$ cat src/hw/fault_supervisor_consts.svh
// Timing, threshold, supply and width constants for the valve fault supervisor.
`ifndef FAULT_SUPERVISOR_CONSTS_SVH
`define FAULT_SUPERVISOR_CONSTS_SVH

// ----------------------------------------------------------------------------
// Clock and timing
// ----------------------------------------------------------------------------
`define CLK_FREQ_HZ          125000000
`define ACTIVE_DELAY_MS      500
`define ALT_DELAY_MS         750
`define PASSIVE_DELAY_MS     250
`define MIN_ALARM_MS         100
`define MS_TO_CYCLES(ms)     ((ms) * (`CLK_FREQ_HZ / 1000))

// ----------------------------------------------------------------------------
// Thresholds in percent
// ----------------------------------------------------------------------------
`define INPUT_LOW_PCT        15
`define INPUT_HIGH_PCT       85
`define LOOP_ERR_PCT         12
`define ALT_LOOP_ERR_PCT     25
`define PCT_FULL             100

// ----------------------------------------------------------------------------
// Supply supervision in millivolts
// ----------------------------------------------------------------------------
`define SUPPLY_HIGH_MV       36000
`define SUPPLY_LOW_MV        8500

// ----------------------------------------------------------------------------
// Widths
// ----------------------------------------------------------------------------
`define VOLT_W               16
`define POS_W                12
`define CNT_W                27

`endif

$ cat src/hw/fault_supervisor_pkg.sv
// Types shared by the valve fault supervisor design files.
package fault_supervisor_pkg;

   typedef enum logic [1:0] {
      mon_idle,
      mon_delay,
      mon_alarm,
      mon_latched
   } mon_state_t;

endpackage

$ cat src/hw/fault_delay_timer.sv
// Restartable cycle counter that reports when a programmed count is reached.
`timescale 1ns/1ns
`include "fault_supervisor_consts.svh"

module fault_delay_timer (
   input  wire logic                core_clk,
   input  wire logic                rstn,
   input  wire logic                run,
   input  wire logic [`CNT_W-1:0]   limit,
   output logic                     expired
);

   typedef struct packed {
      logic [`CNT_W-1:0] count;
      logic              done;
   } timer_t;

   timer_t r;
   timer_t next_r;

   // ----------------------------------------------------------------------------
   // Counter
   // ----------------------------------------------------------------------------
   // Dropping run clears the count, so a condition that vanishes early restarts.
   always_comb begin
      next_r = r;
      if (!run) begin
         next_r.count = '0;
         next_r.done  = 1'b0;
      end else if (!r.done) begin
         if (r.count >= limit - `CNT_W'(1)) begin
            next_r.done = 1'b1;
         end else begin
            next_r.count = r.count + `CNT_W'(1);
         end
      end
   end

   always_ff @(posedge core_clk) begin
      if (!rstn) begin
         r <= '0;
      end else begin
         r <= next_r;
      end
   end

   assign expired = r.done;

endmodule

$ cat src/hw/valve_actuator_fault_supervisor.sv
// Fault supervisor and position loop gate for a proportional valve actuator.
`timescale 1ns/1ns
`include "fault_supervisor_consts.svh"

module valve_actuator_fault_supervisor
   import fault_supervisor_pkg::*;
#(
   parameter bit            ACTIVE_MODE              = 1'b1,
   parameter bit            ALTERNATE_ACTUATOR_VARIANT = 1'b0,
   parameter int            ACTIVE_DELAY_CYCLES      = `MS_TO_CYCLES(`ACTIVE_DELAY_MS),
   parameter int            ALT_DELAY_CYCLES         = `MS_TO_CYCLES(`ALT_DELAY_MS),
   parameter int            PASSIVE_DELAY_CYCLES     = `MS_TO_CYCLES(`PASSIVE_DELAY_MS),
   parameter int            MIN_ALARM_CYCLES         = `MS_TO_CYCLES(`MIN_ALARM_MS)
)(
   input  wire logic                core_clk,
   input  wire logic                rstn,
   input  wire logic [`VOLT_W-1:0]  setpoint_mv,
   input  wire logic [`VOLT_W-1:0]  supply_voltage_level,
   input  wire logic                transducer_open,
   input  wire logic                transducer_short,
   input  wire logic [`POS_W-1:0]   demand_pos,
   input  wire logic [`POS_W-1:0]   spool_pos,
   input  wire logic                clock_fail,
   output logic                     bridge_enable,
   output logic                     drive_a,
   output logic                     drive_b,
   output logic                     pwm_hold,
   output logic                     alarm,
   output logic                     input_error,
   output logic                     transducer_error,
   output logic                     loop_error,
   output logic                     supply_fault
);

   // ----------------------------------------------------------------------------
   // Constants
   // ----------------------------------------------------------------------------
   localparam int NEUTRAL = 1 << (`POS_W - 1);
   localparam int LOOP_PCT = ALTERNATE_ACTUATOR_VARIANT ? `ALT_LOOP_ERR_PCT : `LOOP_ERR_PCT;
   localparam int LOOP_LIMIT = (NEUTRAL * LOOP_PCT) / `PCT_FULL;
   // The alternate variant uses the longer delay in both handling modes.
   localparam int FAULT_DELAY = ALTERNATE_ACTUATOR_VARIANT ? ALT_DELAY_CYCLES :
                                (ACTIVE_MODE ? ACTIVE_DELAY_CYCLES : PASSIVE_DELAY_CYCLES);

   typedef struct packed {
      mon_state_t state;
      logic       input_err;
      logic       trans_err;
      logic       loop_err;
      logic       sup_fault;
      logic       alarm;
      logic       bridge;
      logic       drv_a;
      logic       drv_b;
      logic       hold;
   } sup_t;

   sup_t r;
   sup_t next_r;

   // ----------------------------------------------------------------------------
   // Error detection
   // ----------------------------------------------------------------------------
   // Products are widened so that a full-scale supply cannot overflow the compare.
   logic [`VOLT_W+7:0] sp_scaled;
   logic [`VOLT_W+7:0] lo_bound;
   logic [`VOLT_W+7:0] hi_bound;
   logic               in_err_now;
   logic               tr_err_now;
   logic               lp_err_now;
   logic               sup_bad_now;
   logic               any_err;
   logic signed [`POS_W:0] dem_off;
   logic signed [`POS_W:0] pos_off;
   logic [`POS_W:0]    dem_mag;
   logic [`POS_W:0]    pos_mag;
   logic               same_side;

   always_comb begin
      sp_scaled = (`VOLT_W+8)'(setpoint_mv) * (`VOLT_W+8)'(`PCT_FULL);
      lo_bound  = (`VOLT_W+8)'(supply_voltage_level) * (`VOLT_W+8)'(`INPUT_LOW_PCT);
      hi_bound  = (`VOLT_W+8)'(supply_voltage_level) * (`VOLT_W+8)'(`INPUT_HIGH_PCT);
      in_err_now = (sp_scaled < lo_bound) || (sp_scaled > hi_bound);
      tr_err_now = transducer_open || transducer_short;
      dem_off = $signed({1'b0, demand_pos}) - $signed((`POS_W+1)'(NEUTRAL));
      pos_off = $signed({1'b0, spool_pos}) - $signed((`POS_W+1)'(NEUTRAL));
      dem_mag = dem_off[`POS_W] ? (`POS_W+1)'(-dem_off) : (`POS_W+1)'(dem_off);
      pos_mag = pos_off[`POS_W] ? (`POS_W+1)'(-pos_off) : (`POS_W+1)'(pos_off);
      same_side = (dem_off[`POS_W] == pos_off[`POS_W]) || (pos_mag == '0);
      // On the demand's side only overshoot away from neutral counts, lagging toward neutral is in control; across neutral the whole gap counts.
      if (same_side) begin
         lp_err_now = (pos_mag > dem_mag) &&
                      ((pos_mag - dem_mag) > (`POS_W+1)'(LOOP_LIMIT));
      end else begin
         lp_err_now = (pos_mag + dem_mag) > (`POS_W+1)'(LOOP_LIMIT);
      end
      sup_bad_now = (supply_voltage_level > `VOLT_W'(`SUPPLY_HIGH_MV)) ||
                    (supply_voltage_level < `VOLT_W'(`SUPPLY_LOW_MV)) ||
                    clock_fail;
      // Supply and clock problems stay out of the alarm path.
      any_err = in_err_now || tr_err_now || lp_err_now;
   end

   // ----------------------------------------------------------------------------
   // Timers
   // ----------------------------------------------------------------------------
   logic delay_done;
   logic min_done;

   fault_delay_timer u_delay (
      .core_clk (core_clk),
      .rstn     (rstn),
      .run      (any_err && (r.state == mon_idle || r.state == mon_delay)),
      .limit    (`CNT_W'(FAULT_DELAY)),
      .expired  (delay_done)
   );

   fault_delay_timer u_min_alarm (
      .core_clk (core_clk),
      .rstn     (rstn),
      .run      (r.state == mon_alarm),
      .limit    (`CNT_W'(MIN_ALARM_CYCLES)),
      .expired  (min_done)
   );

   // ----------------------------------------------------------------------------
   // Monitor and drive
   // ----------------------------------------------------------------------------
   always_comb begin
      next_r = r;
      next_r.input_err = in_err_now;
      next_r.trans_err = tr_err_now;
      next_r.loop_err  = lp_err_now;
      next_r.sup_fault = sup_bad_now;
      case (r.state)
         mon_idle: begin
            if (any_err) begin
               next_r.state = mon_delay;
            end
         end
         mon_delay: begin
            if (!any_err) begin
               next_r.state = mon_idle;
            end else if (delay_done) begin
               next_r.state = ACTIVE_MODE ? mon_latched : mon_alarm;
            end
         end
         mon_alarm: begin
            if (!any_err && min_done) begin
               next_r.state = mon_idle;
            end
         end
         mon_latched: begin
            // Only the power-up reset leaves this state.
            next_r.state = mon_latched;
         end
         default: begin
            next_r.state = mon_idle;
         end
      endcase
      next_r.alarm  = (next_r.state == mon_alarm) || (next_r.state == mon_latched);
      // Passive alarm leaves the bridge running.
      next_r.bridge = (next_r.state != mon_latched) && !sup_bad_now;
      next_r.hold   = (spool_pos == demand_pos);
      if (!next_r.bridge || next_r.hold) begin
         next_r.drv_a = 1'b0;
         next_r.drv_b = 1'b0;
      end else begin
         next_r.drv_a = demand_pos > spool_pos;
         next_r.drv_b = demand_pos < spool_pos;
      end
   end

   always_ff @(posedge core_clk) begin
      if (!rstn) begin
         r <= '{state: mon_idle, default: 1'b0};
      end else begin
         r <= next_r;
      end
   end

   assign bridge_enable    = r.bridge;
   assign drive_a          = r.drv_a;
   assign drive_b          = r.drv_b;
   assign pwm_hold         = r.hold;
   assign alarm            = r.alarm;
   assign input_error      = r.input_err;
   assign transducer_error = r.trans_err;
   assign loop_error       = r.loop_err;
   assign supply_fault     = r.sup_fault;

endmodule

$ cat config.mk
export PLATFORM = sky130hd
export DESIGN_NAME = valve_actuator_fault_supervisor
export DESIGN_NICKNAME = d
export VERILOG_FILES = /design/src/hw/fault_supervisor_pkg.sv /design/src/hw/fault_delay_timer.sv /design/src/hw/valve_actuator_fault_supervisor.sv
export VERILOG_INCLUDE_DIRS = /design/src /design/src/hw
export SDC_FILE = /design/constraint.sdc
export NUM_CORES = 1
export LEC_CHECK = 0
export ABC_AREA = 1
export BUFFER_PORTS_ARGS = -buffer_cell sky130_fd_sc_hd__buf_2
export CAP_MARGIN = 40
export CORE_MARGIN = 4
export CORE_UTILIZATION = 55
export DETAILED_ROUTE_END_ITERATION = 7
export HOLD_SLACK_MARGIN = 0.05
export MAX_ROUTING_LAYER = met4
export PLACE_DENSITY = 0.73
export SLEW_MARGIN = 20
export SYNTH_ARGS = -nofsm -noshare
export SYNTH_HDL_FRONTEND = slang
export SYNTH_SLANG_ARGS = --single-unit
$ cat constraint.sdc
create_clock -name core_clk -period 7.5 [get_ports core_clk]
set_input_delay 1.5 -clock core_clk [delete_from_list [all_inputs] [get_ports core_clk]]
set_output_delay 1.5 -clock core_clk [all_outputs]
set_load 0.1 [all_outputs]
**Word level (Yosys, flattened, before mapping)**

Index checks and enable logic that the tools add are counted.

- Input port bits: 61
- Logic and storage cells: 85
- Bits in registers: 67

- Bitwise gates (word level): 5
- Reductions and logical operators: 24
- Equal/unequal tests: 8
- $add $sub $neg: 8
- Muxes and demuxes: 12
- Order comparisons: 11
- Multipliers: 3

Operator list:

| kind | number |
|---|---|
| 27-bit by 1-bit adder with 27-bit output (second input constant) | 2 |
| 27-bit by 24-bit greater-or-equal comparator with 1-bit output (second input constant) | 1 |
| 27-bit by 26-bit greater-or-equal comparator with 1-bit output (second input constant) | 1 |
| 13-bit by 8-bit > comparator with 1-bit output (second input constant) | 2 |
| 13-bit two-way mux | 2 |
| 13-bit negation | 2 |
| 12-bit by 12-bit subtractor with 13-bit output (second input constant) | 2 |
| 23-bit > comparator | 1 |
| 23-bit by 20-bit less-than comparator with 1-bit output | 1 |
| 16-bit by 7-bit multiplier with 23-bit output (second input constant) | 1 |
| 16-bit by 5-bit multiplier with 21-bit output (second input constant) | 1 |
| 16-bit by 4-bit multiplier with 20-bit output (second input constant) | 1 |
| 16-bit > comparator (second input constant) | 1 |
| 16-bit by 14-bit less-than comparator with 1-bit output (second input constant) | 1 |
| 13-bit adder | 1 |
| 13-bit > comparator | 1 |
| 13-bit logical NOT | 1 |
| 13-bit subtractor | 1 |
| 12-bit equality test | 1 |
| 12-bit > comparator | 1 |
| 12-bit less-than comparator | 1 |
| 1-bit logical OR | 10 |
| 2-bit equality test (second input constant) | 4 |
| 2-bit two-way mux | 4 |
| 11 further kinds | 27 |

**Logic depth before layout (Yosys ltp)**

- Depth after elaboration: 17
- Mapped depth: 34
- Gate-level depth less buffers: 34

**Hierarchy**

Synthesis repeated with hierarchy kept, for this count alone.

- Cells, all modules: 2,338
- Area, all modules: 15,334.7 µm²

Modules (own cells, without submodules):

| module | cells each | instances | area an instance (µm²) |
|---|---|---|---|
| valve_actuator_fault_supervisor | 1,295 | 1 | 9,048.7 |
| fault_delay_timer at u_min_alarm | 522 | 1 | 3,184.3 |
| fault_delay_timer at u_delay | 521 | 1 | 3,101.7 |

**Worst setup path before layout**

Ideal clock, no wire load.

- Kind: input -> register
- Start point: input supply_voltage_level[1]
- End point: register u_delay.r (netlist bit u_delay.expired)
- Library setup time: 117 ps
- Path buffers: 1
- Data arrival time: 6,161 ps
- Setup slack: 1,222 ps
- Stages: 30
- Cells stage by stage: ha_1 > fa_1 > ha_1 > inv_1 > fa_1 > inv_1 > ha_1 > a21o_1 > nand2_1 > nand2_1 > nand2_1 > o211ai_1 > a31oi_1 > inv_1 > a31oi_1 > o21ai_0 > xor2_1 > ha_1 > nand2_1 > nor2_1 > nand4_1 > nor3_1 > nand2_1 > nand2_1 > nand2_1 > nor2_1 > nand3_2 > nand3_4 > buf_6 > nor2_1

- Cells in the longest elaborated chain, start to end: 7
- Elaborated cells on any way between the ends: 9

RTL lines:

| what | line | RTL |
|---|---|---|
| start, declared | valve_actuator_fault_supervisor.sv:18 | `` input wire logic [`VOLT_W-1:0] supply_voltage_level, `` |
| 16-bit by 4-bit multiplier with 20-bit output / 16-bit by 7-bit multiplier with 23-bit output (equally long branches) | valve_actuator_fault_supervisor.sv:81, valve_actuator_fault_supervisor.sv:82 |  |
| 23-bit by 20-bit less-than comparator with 1-bit output / 23-bit > comparator (equally long branches) | valve_actuator_fault_supervisor.sv:83 | `in_err_now = (sp_scaled < lo_bound) \|\| (sp_scaled > hi_bound);` |
| 1-bit logical OR * | valve_actuator_fault_supervisor.sv:83 |  |
| 1-bit logical OR * (2 in a row) | valve_actuator_fault_supervisor.sv:101 | `any_err = in_err_now \|\| tr_err_now \|\| lp_err_now;` |
| 1-bit logical AND * | valve_actuator_fault_supervisor.sv:113 | `.run (any_err && (r.state == mon_idle \|\| r.state == mon_delay)),` |
| 2-bit AND reduction (no source line) * | n/a |  |
| end signal, assigned | fault_delay_timer.sv:43 | `r <= next_r;` |
| end, declared | fault_delay_timer.sv:18 | `timer_t r;` |

Every way passes the cells marked *; elsewhere a longest branch is shown, timed or not.
A chain may end at the register's enable or synchronous reset.

**Worst setup path in the final report**

- Start point: input supply_voltage_level[3]
- End point: register u_delay.r[8] (netlist bit)

Same word-level chain as after synthesis.

==> flow_summary.ini <==
[status]
outcome = finished, final reports clean

[clocking]
hold_buffers = 0
root_buffer = clkbuf_16
cts_sinks = 67
htree_levels = 3
postCtsSetupBuffers = 0
insertion_delay_ns = 0.33
cts_resized = 0
cts_tree = yes
clock_path_buffers = 2
clk_pin_slew_ns = 0.06
cts_buffers = 9

[routing]
drt_wl_total_um = 30100
drcViolationCount = 0
via_per_inst = 5.34
vias = 11400
wl_per_cell_um = 14.1
met3_length_um = 1130
routed-wl-met2_um = 14400
wirelength_met1_um = 13900
top_layer_used = met4
drtAntennaViolNets = 0
drt_iter0_drc = 743
first_pass_iters = 8

[critical_path]
crit_type = in -> reg
cpPeakStageDelay_ns = 0.51
worst_ep_arrival_time_ns = 7.13
setup.worst_path.end_class = flop
crit_top_cell = nand2_1
cp.required_ns = 7.74
cp_max_fo = 28
crit_slowest_cell = fa_1
crit_path_start_kind = input port
r2r_cells = 11

[sta]
fin_crit_sh_pct = 91.8
layout_setup_ws_ns = 0.618
fin_skew_ns = 0.00991
tightest_slew_ns = 0.599
rsz0062_at_grt = no
setup-tns-final_ns = 0
hold_viol = 0
fmax_ghz = 0.145
setup_violations = 0
slew_viol_final = 0
period_needed_ns = 6.88
slew_headroom_pct = 59.7

[pwr]
p_leak_nw = 6.86
power_density_nw_per_um2 = 217
ir_worst_vdd_mv = 0.176

[global_route]
grt_pass1_wl_um = 50900
grt_max_degree = 29
grt_overflow_total = 0
grt_pass1_vias = 10800
grt_use_total_pct = 25.3
antenna_found_initial = 0

[placement]
post-place-ws_ns = 0.300
gp_congestion = 0.979
io_buffer_count = 69
hpwl_um = 26000

[logic_synthesis]
async_reset_ff_share_pct = 0
synth-seq-cells = 67
syn_area_um2 = 12300
ys_seq_area_share_pct = 10.9
synth_nets = 2147
synthCells = 1787
synth_flop_cell = dfxtp_1
synth_area_per_cell_um2 = 6.90
yosysWarnings = 0
synth-edff-count = 0
post_synth_num_cell_types = 47

[floorplanning]
start_util_pct = 56.2
num_rows = 54
dieArea_um2 = 24900
die_y_um = 158
io_pins = 70
core_um2 = 22000
die_w_um = 158

[final_layout]
drive_gt1_share_pct = 6.96
num_antenna_cells = 0
synthToLayoutAreaGrowth_pct = 7.41
finish.net_count = 2208
reg.largest.list = u_delay.r x27, u_min_alarm.r x27, r x2

[job]
drv_cap = 0

[min_path]
holdPathStages = 2
hold_class = reg -> reg
-- final timing paths --
kind                                               from           endpoint  slack (ns)
worst max register to register             u_delay.r[1]      u_delay.r[12]        4.76
worst min register to register        u_min_alarm.r[25]  u_min_alarm.r[25]        0.44
worst max-delay path            supply_voltage_level[3]       u_delay.r[8]        0.62
worst min-delay path                  u_min_alarm.r[25]  u_min_alarm.r[25]        0.44
-- metrics by stage --
| step | area [um^2] | hold WS, ns | power [mW] | utilization, % | instances |
|---|---|---|---|---|---|
| after floorplan | 12300 | 0.415 | 1.94 | - | 1787 |
| after global placement | 12900 | 0.426 | 2.36 | 58.8 | 2116 |
| after detailed placement | 12900 | 0.430 | 2.41 | 58.8 | 2117 |
| after CTS | 13200 | 0.440 | 2.88 | 60.3 | 2133 |
| after global routing | 13200 | 0.452 | 3.22 | 60.3 | 2133 |
| final | 13200 | 0.440 | 2.87 | 60.3 | 2133 |
-- final cells by class --
type | count | area, um^2
Multi-Input combinational cell | 1355 | 9570
Fill cell | 2136 | 8710
Sequential cell | 67 | 1340
Inverter | 344 | 1290
Timing Repair Buffer | 71 | 368
Tap cell | 280 | 350
Clock buffer | 9 | 225
Clock inverter | 7 | 100
-- kinds of logic after synthesis --
logic type	synth area share, %
buffers and inverters	11.5
AOI/OAI and AO/OA	11.5
adders and majority gates	34.4
other	0.0609
DFF	10.9
xor gates and xnor gates	6.18
and+or+nand+nor	25.5
-- placed cells by master (no fill, tap or decap), types with 22 or more instances in the layout --
master   Yosys  final
dfxtp_1     67     67
xor2_1      60     60
nand2_1    388    388
nand4_1     41     41
buf_2        7     69
ha_1       233    233
nor3_1      47     47
fa_1        66     66
o21ai_0     47     47
a21oi_1    111    111
xnor2_1     27     27
nand3_1     87     87
nor2_1     122    122
a21oi_2     22     22
inv_1      336    336
-- where the power goes --
| group | switching [mW] | internal, mW | total [mW] |
|---|---|---|---|
| Combinational | 1.27 | 0.772 | 2.05 |
| Clock | 0.163 | 0.292 | 0.455 |
| Sequential | 0.00734 | 0.367 | 0.374 |
| Total | 1.44 | 1.43 | 2.87 |
-- worst max-delay path: cells and delay by family --
kind / cells / cell delay [ns]
compound gates: 5 / 0.98
xor+xnor: 1 / 0.16
fa+ha+maj: 6 / 2.33
buf+inv: 4 / 0.37
simple gates: 15 / 1.78
-- routing by layer --
metal  vias up  GRT usage, %
li1       5909             -
met1      5224          32.6
met2       213          43.6
met3        42          1.78
met4         0          6.15
met5         -             -
-- cells in the mapped netlist (2+ instances only) --
cell | number | area share [%]
nand2_1 | 388 | 12
inv_1 | 336 | 10
ha_1 | 233 | 24
nor2_1 | 122 | 3.7
a21oi_1 | 111 | 4.5
nand3_1 | 87 | 3.5
dfxtp_1 | 67 | 11
fa_1 | 66 | 11
xor2_1 | 60 | 4.3
nor3_1 | 47 | 1.9
o21ai_0 | 47 | 1.9
nand4_1 | 41 | 2.1
xnor2_1 | 27 | 1.9
a21oi_2 | 22 | 1.6
nor4_1 | 15 | 0.76
a31oi_1 | 13 | 0.66
o21bai_1 | 11 | 0.67
and3_1 | 8 | 0.41
inv_2 | 8 | 0.24
buf_2 | 7 | 0.28
a21o_1 | 6 | 0.37
o211ai_1 | 6 | 0.37
buf_4 | 5 | 0.30
clkbuf_1 | 5 | 0.15
o21ai_1 | 5 | 0.20
o31ai_1 | 5 | 0.30
a211oi_1 | 4 | 0.24
o21a_1 | 4 | 0.24
buf_6 | 3 | 0.27
nand3b_1 | 3 | 0.18
nor2_2 | 3 | 0.15
nor3b_1 | 3 | 0.18
conb_1 | 2 | 0.061
nand2_2 | 2 | 0.10
nand3_2 | 2 | 0.16
or2_2 | 2 | 0.10
(Power assumes the default switching activity.)
